**config.mk**
```make
export PLATFORM = sky130hd
export DESIGN_NAME = lpmc_ctrl
export DESIGN_NICKNAME = d
export VERILOG_FILES = /design/src/hdl/lpmc_pkg.sv /design/src/hdl/lpmc_ctrl.sv /design/src/hdl/lpmc_rise.sv /design/src/hdl/lpmc_sync.sv
export SDC_FILE = /design/constraint.sdc
export NUM_CORES = 1
export LEC_CHECK = 0
export CAP_MARGIN = 0
export CORE_MARGIN = 5
export CORE_UTILIZATION = 45
export DETAILED_ROUTE_END_ITERATION = 10
export DONT_BUFFER_PORTS = 1
export PLACE_DENSITY_LB_ADDON = 0.15
export SLEW_MARGIN = 20
export SYNTH_ARGS = -nofsm -noshare
export SYNTH_HDL_FRONTEND = slang
export SYNTH_SLANG_ARGS = --single-unit
```
**constraint.sdc**
```tcl
create_clock -name sys_clk_in -period 3.11 [get_ports sys_clk_in]
set_input_delay 0.622 -clock sys_clk_in [delete_from_list [all_inputs] [get_ports sys_clk_in]]
set_output_delay 0.622 -clock sys_clk_in [all_outputs]
set_load 0.01 [all_outputs]
```
**src/hdl/lpmc_pkg.sv**
```systemverilog
/*
 * lpmc_pkg: shared types and constants of the low-power mode controller.
 * assumes: included before every lpmc design file.
 */
package lpmc_pkg;

	// ****************************************
	// modes and regulator states
	// ****************************************
	typedef enum {LPMC_RUN, LPMC_SLEEP, LPMC_STOP, LPMC_STANDBY, LPMC_WAKE_RESET} lpmc_mode_e;

	typedef enum logic [1:0] {LPMC_REG_NORMAL, LPMC_REG_LOWPOWER, LPMC_REG_OFF} lpmc_reg_e;

	// ****************************************
	// sleep request from the core
	// ****************************************
	typedef struct packed {
		logic wait_for_interrupt_instr;
		logic wait_for_event_instr;
		logic deep_sleep_request;
		logic standby_select;
		logic stop_regulator_lowpower;
	} lpmc_req_s;

	// ****************************************
	// wake sources
	// ****************************************
	typedef struct packed {
		logic interrupt;
		logic event_in;
		logic wakeup_pin;
		logic alarm;
		logic external_reset_pin;
		logic independent_watchdog;
	} lpmc_wake_s;

	// ****************************************
	// power and clock controls
	// ****************************************
	typedef struct packed {
		logic core_clk_en;
		logic domain_clk_en;
		logic periph_run;
		logic high_speed_internal_osc_en;
		logic high_speed_external_osc_en;
		lpmc_reg_e regulator;
		logic core_domain_lost;
	} lpmc_ctl_s;

	localparam logic LPMC_STANDBY_SEL_STOP = 1'b0;
	localparam logic LPMC_STOP_REG_LOWPOWER = 1'b1;
	// length of the restart reset after standby or a supply fault
	localparam int LPMC_WAKE_RESET_CYCLES = 16;
	localparam int LPMC_SYNC_STAGES = 3;

endpackage : lpmc_pkg

```
**src/hdl/lpmc_ctrl.sv**
```systemverilog
/*
 * lpmc_ctrl: low-power mode controller. Takes sleep requests from the core,
 * gates clocks, steers the core-domain regulator and holds chip reset.
 * assumes: core signals are on sys_clk_in; pins and detector are asynchronous.
 */
// Operation
// - run plus sleep, stop, standby, and a wake reset mode
// - sleep halts only the processor core
// - sleep gates only the core clock
// - stop needs deep sleep, select and instruction
// - stop kills domain clocks and fast oscillators
// - stop keeps domain powered, regulator per bit
// - standby switches the core regulator off
// - standby marks core domain contents lost
// - supply fault holds whole chip in reset
// - run: full regulator, no gating
// - standby select picks stop or standby
// - stop regulator bit picks normal or lowpower
// - interrupt (wait for interrupt) or event (wait for event) ends sleep or stop
// - standby ends on pin, alarm, reset, watchdog
`timescale 1ns/1ps
`default_nettype none
module lpmc_ctrl import lpmc_pkg::*; #(
	parameter int WAKE_RESET_CYCLES = LPMC_WAKE_RESET_CYCLES
) (
	// clock and reset
	input wire logic sys_clk_in,
	input wire logic rstn_in,
	// core sleep request, same clock
	input wire lpmc_req_s req_in,
	// wake sources on the same clock
	input wire logic interrupt_in,
	input wire logic event_in,
	input wire logic alarm_in,
	// asynchronous pins
	input wire logic wakeup_pin_in,
	input wire logic external_reset_pin_n_in,
	input wire logic independent_watchdog_in,
	input wire logic power_down_reset_in,
	// controls
	output lpmc_ctl_s ctl_out,
	output logic chip_resetn_out,
	output logic sleeping_out,
	output logic woke_by_event_out
);
	// ****************************************
	// state
	// ****************************************
	typedef struct packed {
		lpmc_mode_e mode;
		logic by_event;
		logic stop_lowpower;
		logic [15:0] count;
		lpmc_ctl_s ctl;
		logic chip_resetn;
		logic woke_event;
	} lpmc_state_s;

	lpmc_state_s state_reg;
	lpmc_state_s state_next;

	logic wakeup_rise;
	logic ext_reset_n;
	logic watchdog;
	logic supply_low;
	logic sleep_cmd;
	logic standby_wake;

	// ****************************************
	// pin conditioning
	// ****************************************
	lpmc_rise u_wakeup (
		.sys_clk_in(sys_clk_in),
		.rstn_in(rstn_in),
		.pin_in(wakeup_pin_in),
		.rise_out(wakeup_rise)
	);

	lpmc_sync #(.RESET_VALUE(1'b1)) u_ext_reset (
		.sys_clk_in(sys_clk_in),
		.rstn_in(rstn_in),
		.pin_in(external_reset_pin_n_in),
		.level_out(ext_reset_n)
	);

	lpmc_sync #(.RESET_VALUE(1'b0)) u_watchdog (
		.sys_clk_in(sys_clk_in),
		.rstn_in(rstn_in),
		.pin_in(independent_watchdog_in),
		.level_out(watchdog)
	);

	// a fault at reset is assumed present until the filter says otherwise
	lpmc_sync #(.RESET_VALUE(1'b1)) u_supply (
		.sys_clk_in(sys_clk_in),
		.rstn_in(rstn_in),
		.pin_in(power_down_reset_in),
		.level_out(supply_low)
	);

	// ****************************************
	// control decode
	// ****************************************
	function automatic lpmc_ctl_s ctl_for(input lpmc_mode_e mode, input logic lowpower);
		lpmc_ctl_s c;
		c = '{core_clk_en: 1'b1, domain_clk_en: 1'b1, periph_run: 1'b1,
			high_speed_internal_osc_en: 1'b1, high_speed_external_osc_en: 1'b1,
			regulator: LPMC_REG_NORMAL, core_domain_lost: 1'b0};
		case (mode)
			LPMC_SLEEP: begin
				c.core_clk_en = 1'b0;
			end
			LPMC_STOP: begin
				c.core_clk_en = 1'b0;
				c.domain_clk_en = 1'b0;
				c.periph_run = 1'b0;
				c.high_speed_internal_osc_en = 1'b0;
				c.high_speed_external_osc_en = 1'b0;
				c.regulator = (lowpower == LPMC_STOP_REG_LOWPOWER) ?
					LPMC_REG_LOWPOWER : LPMC_REG_NORMAL;
			end
			LPMC_STANDBY: begin
				c.core_clk_en = 1'b0;
				c.domain_clk_en = 1'b0;
				c.periph_run = 1'b0;
				c.high_speed_internal_osc_en = 1'b0;
				c.high_speed_external_osc_en = 1'b0;
				c.regulator = LPMC_REG_OFF;
				c.core_domain_lost = 1'b1;
			end
			LPMC_WAKE_RESET: begin
				c.core_clk_en = 1'b0;
				c.periph_run = 1'b0;
			end
			default: begin
			end
		endcase
		return c;
	endfunction : ctl_for

	assign sleep_cmd = req_in.wait_for_interrupt_instr | req_in.wait_for_event_instr;
	assign standby_wake = wakeup_rise | alarm_in | ~ext_reset_n | watchdog;

	// ****************************************
	// mode sequencing
	// ****************************************
	always_comb begin
		state_next = state_reg;
		state_next.woke_event = 1'b0;
		case (state_reg.mode)
			LPMC_RUN: begin
				if (sleep_cmd) begin
					// request and bits captured here only
					state_next.by_event = ~req_in.wait_for_interrupt_instr;
					state_next.stop_lowpower = req_in.stop_regulator_lowpower;
					if (!req_in.deep_sleep_request) begin
						state_next.mode = LPMC_SLEEP;
					end else if (req_in.standby_select == LPMC_STANDBY_SEL_STOP) begin
						state_next.mode = LPMC_STOP;
					end else begin
						state_next.mode = LPMC_STANDBY;
					end
				end
			end
			LPMC_SLEEP, LPMC_STOP: begin
				// wake source follows the entering instruction
				if (state_reg.by_event ? event_in : interrupt_in) begin
					state_next.mode = LPMC_RUN;
					state_next.woke_event = state_reg.by_event;
				end
			end
			LPMC_STANDBY: begin
				if (standby_wake) begin
					state_next.mode = LPMC_WAKE_RESET;
					state_next.count = 16'(WAKE_RESET_CYCLES);
				end
			end
			LPMC_WAKE_RESET: begin
				if (state_reg.count != 16'h0000) begin
					state_next.count = state_reg.count - 16'h0001;
				end else if (ext_reset_n) begin
					state_next.mode = LPMC_RUN;
				end
			end
			default: begin
				state_next.mode = LPMC_RUN;
			end
		endcase
		if (supply_low) begin
			state_next.mode = LPMC_WAKE_RESET;
			state_next.count = 16'(WAKE_RESET_CYCLES);
		end
		state_next.ctl = ctl_for(state_next.mode, state_next.stop_lowpower);
		state_next.chip_resetn = (state_next.mode != LPMC_WAKE_RESET);
	end

	always_ff @(posedge sys_clk_in or negedge rstn_in) begin
		if (!rstn_in) begin
			state_reg <= '{mode: LPMC_WAKE_RESET, by_event: 1'b0, stop_lowpower: 1'b0,
				count: 16'h0000,
				ctl: '{core_clk_en: 1'b0, domain_clk_en: 1'b1, periph_run: 1'b0,
					high_speed_internal_osc_en: 1'b1, high_speed_external_osc_en: 1'b1,
					regulator: LPMC_REG_NORMAL, core_domain_lost: 1'b0},
				chip_resetn: 1'b0, woke_event: 1'b0};
		end else begin
			state_reg <= state_next;
		end
	end

	// ****************************************
	// outputs
	// ****************************************
	assign ctl_out = state_reg.ctl;
	assign chip_resetn_out = state_reg.chip_resetn;
	assign sleeping_out = (state_reg.mode == LPMC_SLEEP) | (state_reg.mode == LPMC_STOP)
		| (state_reg.mode == LPMC_STANDBY);
	assign woke_by_event_out = state_reg.woke_event;
endmodule : lpmc_ctrl
`default_nettype wire

```
**src/hdl/lpmc_rise.sv**
```systemverilog
/*
 * lpmc_rise: synchronised rising-edge detector for the wake-up pin.
 * assumes: pin is asynchronous; output is a one-cycle pulse.
 */
`timescale 1ns/1ps
`default_nettype none
module lpmc_rise import lpmc_pkg::*; (
	// clock and reset
	input wire logic sys_clk_in,
	input wire logic rstn_in,
	// pin and edge
	input wire logic pin_in,
	output logic rise_out
);
	logic level;
	logic last_reg;

	lpmc_sync #(.RESET_VALUE(1'b0)) u_sync (
		.sys_clk_in(sys_clk_in),
		.rstn_in(rstn_in),
		.pin_in(pin_in),
		.level_out(level)
	);

	always_ff @(posedge sys_clk_in or negedge rstn_in) begin
		if (!rstn_in) begin
			last_reg <= 1'b0;
		end else begin
			last_reg <= level;
		end
	end

	assign rise_out = level & ~last_reg;
endmodule : lpmc_rise
`default_nettype wire

```
**src/hdl/lpmc_sync.sv**
```systemverilog
/*
 * lpmc_sync: three-stage synchroniser with agreement filter for one pin.
 * assumes: the pin is asynchronous to sys_clk_in.
 */
`timescale 1ns/1ps
`default_nettype none
module lpmc_sync import lpmc_pkg::*; #(
	parameter logic RESET_VALUE = 1'b0
) (
	// clock and reset
	input wire logic sys_clk_in,
	input wire logic rstn_in,
	// pin and result
	input wire logic pin_in,
	output logic level_out
);
	typedef struct packed {
		logic [LPMC_SYNC_STAGES-1:0] stage;
		logic level;
	} lpmc_sync_s;

	lpmc_sync_s state_reg;
	lpmc_sync_s state_next;

	always_comb begin
		state_next = state_reg;
		state_next.stage = {state_reg.stage[LPMC_SYNC_STAGES-2:0], pin_in};
		// first stage feeds only the second; level moves when stages two and three agree
		if (state_reg.stage[1] == state_reg.stage[2]) begin
			state_next.level = state_reg.stage[2];
		end
	end

	always_ff @(posedge sys_clk_in or negedge rstn_in) begin
		if (!rstn_in) begin
			state_reg <= {{LPMC_SYNC_STAGES{RESET_VALUE}}, RESET_VALUE};
		end else begin
			state_reg <= state_next;
		end
	end

	assign level_out = state_reg.level;
endmodule : lpmc_sync
`default_nettype wire

```
==> impl_metrics.tcl <==
set metrics [dict create \
    status "complete, no violations" \
    ctsLongestPathBuffers 2 \
    crit_family "simple AND/OR/NAND/NOR gates" \
    wl_met1_microns 2406 \
    ff2ff_path_depth 5 \
    nets 288 \
    worst-path-buf-inv 0 \
    grt_pass1_vias 1818 \
    p_leak_nw 1.419 \
    critPathCaptureType "primary output" \
    placed_area_sq_um 3083 \
    crit_path_start_kind "flop" \
    via_count 1872 \
    crit_cells 4 \
    die-area_sq_um 8228 \
    clk_latency_ns 0.35 \
    synth_cell_types 53 \
    clk_pin_slew_worst_paths_ns 0.08 \
    cap_viol_max_count 0 \
    crit_chain "or4_4 -> or3_1 -> or3_1 -> nor2_1" \
    synth_area_sq_um 2932 \
    wirelength_microns 5172 \
    largest_register_ffs 50 \
    power.internal_w 0.001483 \
    r2r_setup_slack_ns 0.57 \
    ant_nets 0 \
    ys_top_cells_by_area "dfrtp_1, dfstp_2, nor4_1" \
    highest_layer "met4" \
    clockPowerShare_pct 43.0 \
    path_common_cell "or3_1" \
    ir_drop_mv 0.4548 \
    synth_largest_area_cell "dfrtp_1" \
    grt_start_max_net_pins 65 \
    ctsResizeCount 0 \
    track_usage_pct 13.73 \
    finalInstanceArea_sq_um 3333 \
    htreeDepth 3 \
    avgSynthCellArea_sq_um 12.21 \
    syn2layout_area_growth_pct 13.70 \
    io_pins 25 \
    io_buffers 0 \
    crit_slowest_cell "or4_4" \
    drc 0 \
    antenna_found_initial 0 \
    pwr-share-seq_pct 53.9 \
    finalSetupTns_ns 0 \
    met3_wirelength_microns 298 \
    grt_pass1_wl_microns 8838 \
    yosysTopAreaCellShare_pct 54.63 \
    cts-root-buf "clkbuf_8" \
    p_switching_w 0.0004197 \
    die_w_microns 90.71 \
    wl_met2_microns 2344 \
    worst_slew_pin_slew_ns 0.7294 \
    final_max_slew_viol_count 0 \
    syn_inst 240 \
    core_sq_um 6350 \
    synth-seq-area-share_pct 63.59 \
    cts_tree "done" \
    place.gp.congestion 0.7842 \
    clock_sinks 74 \
    power_switching_share_pct 22.06 \
    final_common_cell "dfrtp_1" \
    mostFrequentLayoutCells "dfrtp_1, conb_1, inv_1" \
    die_h_microns 90.71 \
    ys_warn_count 0 \
    cts_buffers 9 \
    timing.fmax_ghz 0.3494 \
    synth_edf_count 0 \
    critPathMaxStageDelay_ns 0.54 \
    vias_per_cell 5.288 \
    path_class "flop to primary output" \
    ys.flop_type "dfrtp_1" \
    worstPathRequired_ns 2.49 \
    post-dp-hpwl_microns 3326 \
    clock_skew_ns 0.005932 \
    slew-limit-headroom_pct 51.20 \
    antenna_cells 0 \
    drt_iter0_drc 94 \
    final-hold-violation-count 0 \
    power_density_nw_per_um2 570.9 \
    critPathArrivalTime_ns 2.24 \
    drtPass1Iterations 4 \
    start_util_pct 46.17 \
    ys_ff_latch 74 \
    async_reset_ff_share_pct 100.0 \
    path_max_fanout 6 \
    fin_hold_ws_ns 0.1074 \
    rsz0062_at_grt "no" \
    p_comb_share_pct 3.1 \
    finalCritPeriodShare_pct 92.02 \
    finalSetupViolations 0 \
    rows 29 \
    finalCriticalPeriod_ns 2.862 \
    wire_per_inst_microns 14.61 \
    grt_overflow 0 \
    hp-class "primary input to async pin" \
    drive_gt1_share_pct 15.16 \
]
layout make-up:
cell class | instances | area [sq um]
Clock buffer | 9 | 123.9
Multi-Input combinational cell | 165 | 1025
Sequential cell | 74 | 1864
Fill cell | 535 | 3017
Tap cell | 77 | 96.34
Timing Repair Buffer | 6 | 65.06
Inverter | 16 | 60.06
Clock inverter | 7 | 98.84
worst register-to-register path: cells and delay by family, from the launching register on:
kind               cells  cell delay [ns]
AOI/OAI and AO/OA      1             0.28
DFF                    1             0.36
and+or+nand+nor        4             1.82
cell families (layout without fill, tap and decap cells):
logic type / Yosys count / after routing / synth area share (%)
compound gates: 34 / 34 / 9.262
xor+xnor: 1 / 1 / 0.2988
fa+ha+maj: 6 / 6 / 2.219
buf+inv: 29 / 38 / 5.036
flops: 74 / 74 / 63.59
mux: 5 / 5 / 1.793
other cells: 1 / 29 / 0.1279
simple gates: 90 / 90 / 17.67
per-stage QoR:
stage	std cells	utilization (%)	total power, W	setup slack [ns]
final	354	52.49	0.001903	0.2483
after global routing	354	52.49	0.001989	0.1224
after CTS	354	52.49	0.001926	0.2222
after detailed placement	337	48.55	0.001084	0.5296
after global placement	337	48.55	0.001083	0.5612
after floorplan	268	-	0.001075	0.6794
power groups by stage:
stage | clock network, W | logic (W) | registers, W
2_1_floorplan | 0 | 0.0000377 | 0.00104
3_3_place_gp | 0 | 0.0000384 | 0.00104
3_5_place_dp | 0 | 0.0000393 | 0.00104
4_1_cts | 0.000840 | 0.0000595 | 0.00103
5_1_grt | 0.000890 | 0.0000693 | 0.00103
6_report | 0.000819 | 0.0000581 | 0.00103
worst paths after layout:
kind,start,end
min,rstn_in,state_reg[30]
min in group sys_clk_in,external_reset_pin_n_in,u_ext_reset.state_next[2]
max reg2reg,state_reg[32],state_reg[25]
max,state_reg[32],sleeping_out
max in group asynchronous,rstn_in,u_watchdog.state_next[3]
min reg2reg,u_watchdog.state_next[2],u_watchdog.state_next[3]
per-layer routing:
layer	vias up	track usage [%]
met1	910	17.94
met3	12	5.250
met2	48	20.04
li1	902	-
met4	0	6.452
met5	-	0
repair_timing:
| item | 4_1_cts | 5_1_grt |
|---|---|---|
| hold buffers | 1 | 0 |
| endpoints found under the hold margin | 64 | 0 |
| setup buffers | 0 | 0 |
Yosys cell counts, types with 5 or more instances:
| cell | number |
|---|---|
| nor4_1 | 13 |
| nand4_1 | 7 |
| dfstp_2 | 10 |
| nand2_1 | 14 |
| nor3_1 | 6 |
| inv_1 | 16 |
| o221ai_1 | 8 |
| nand3_1 | 7 |
| o31ai_1 | 5 |
| dfrtp_1 | 64 |
| buf_4 | 8 |
| nor2_1 | 13 |
Note: power is estimated with default switching activity, not from simulation.
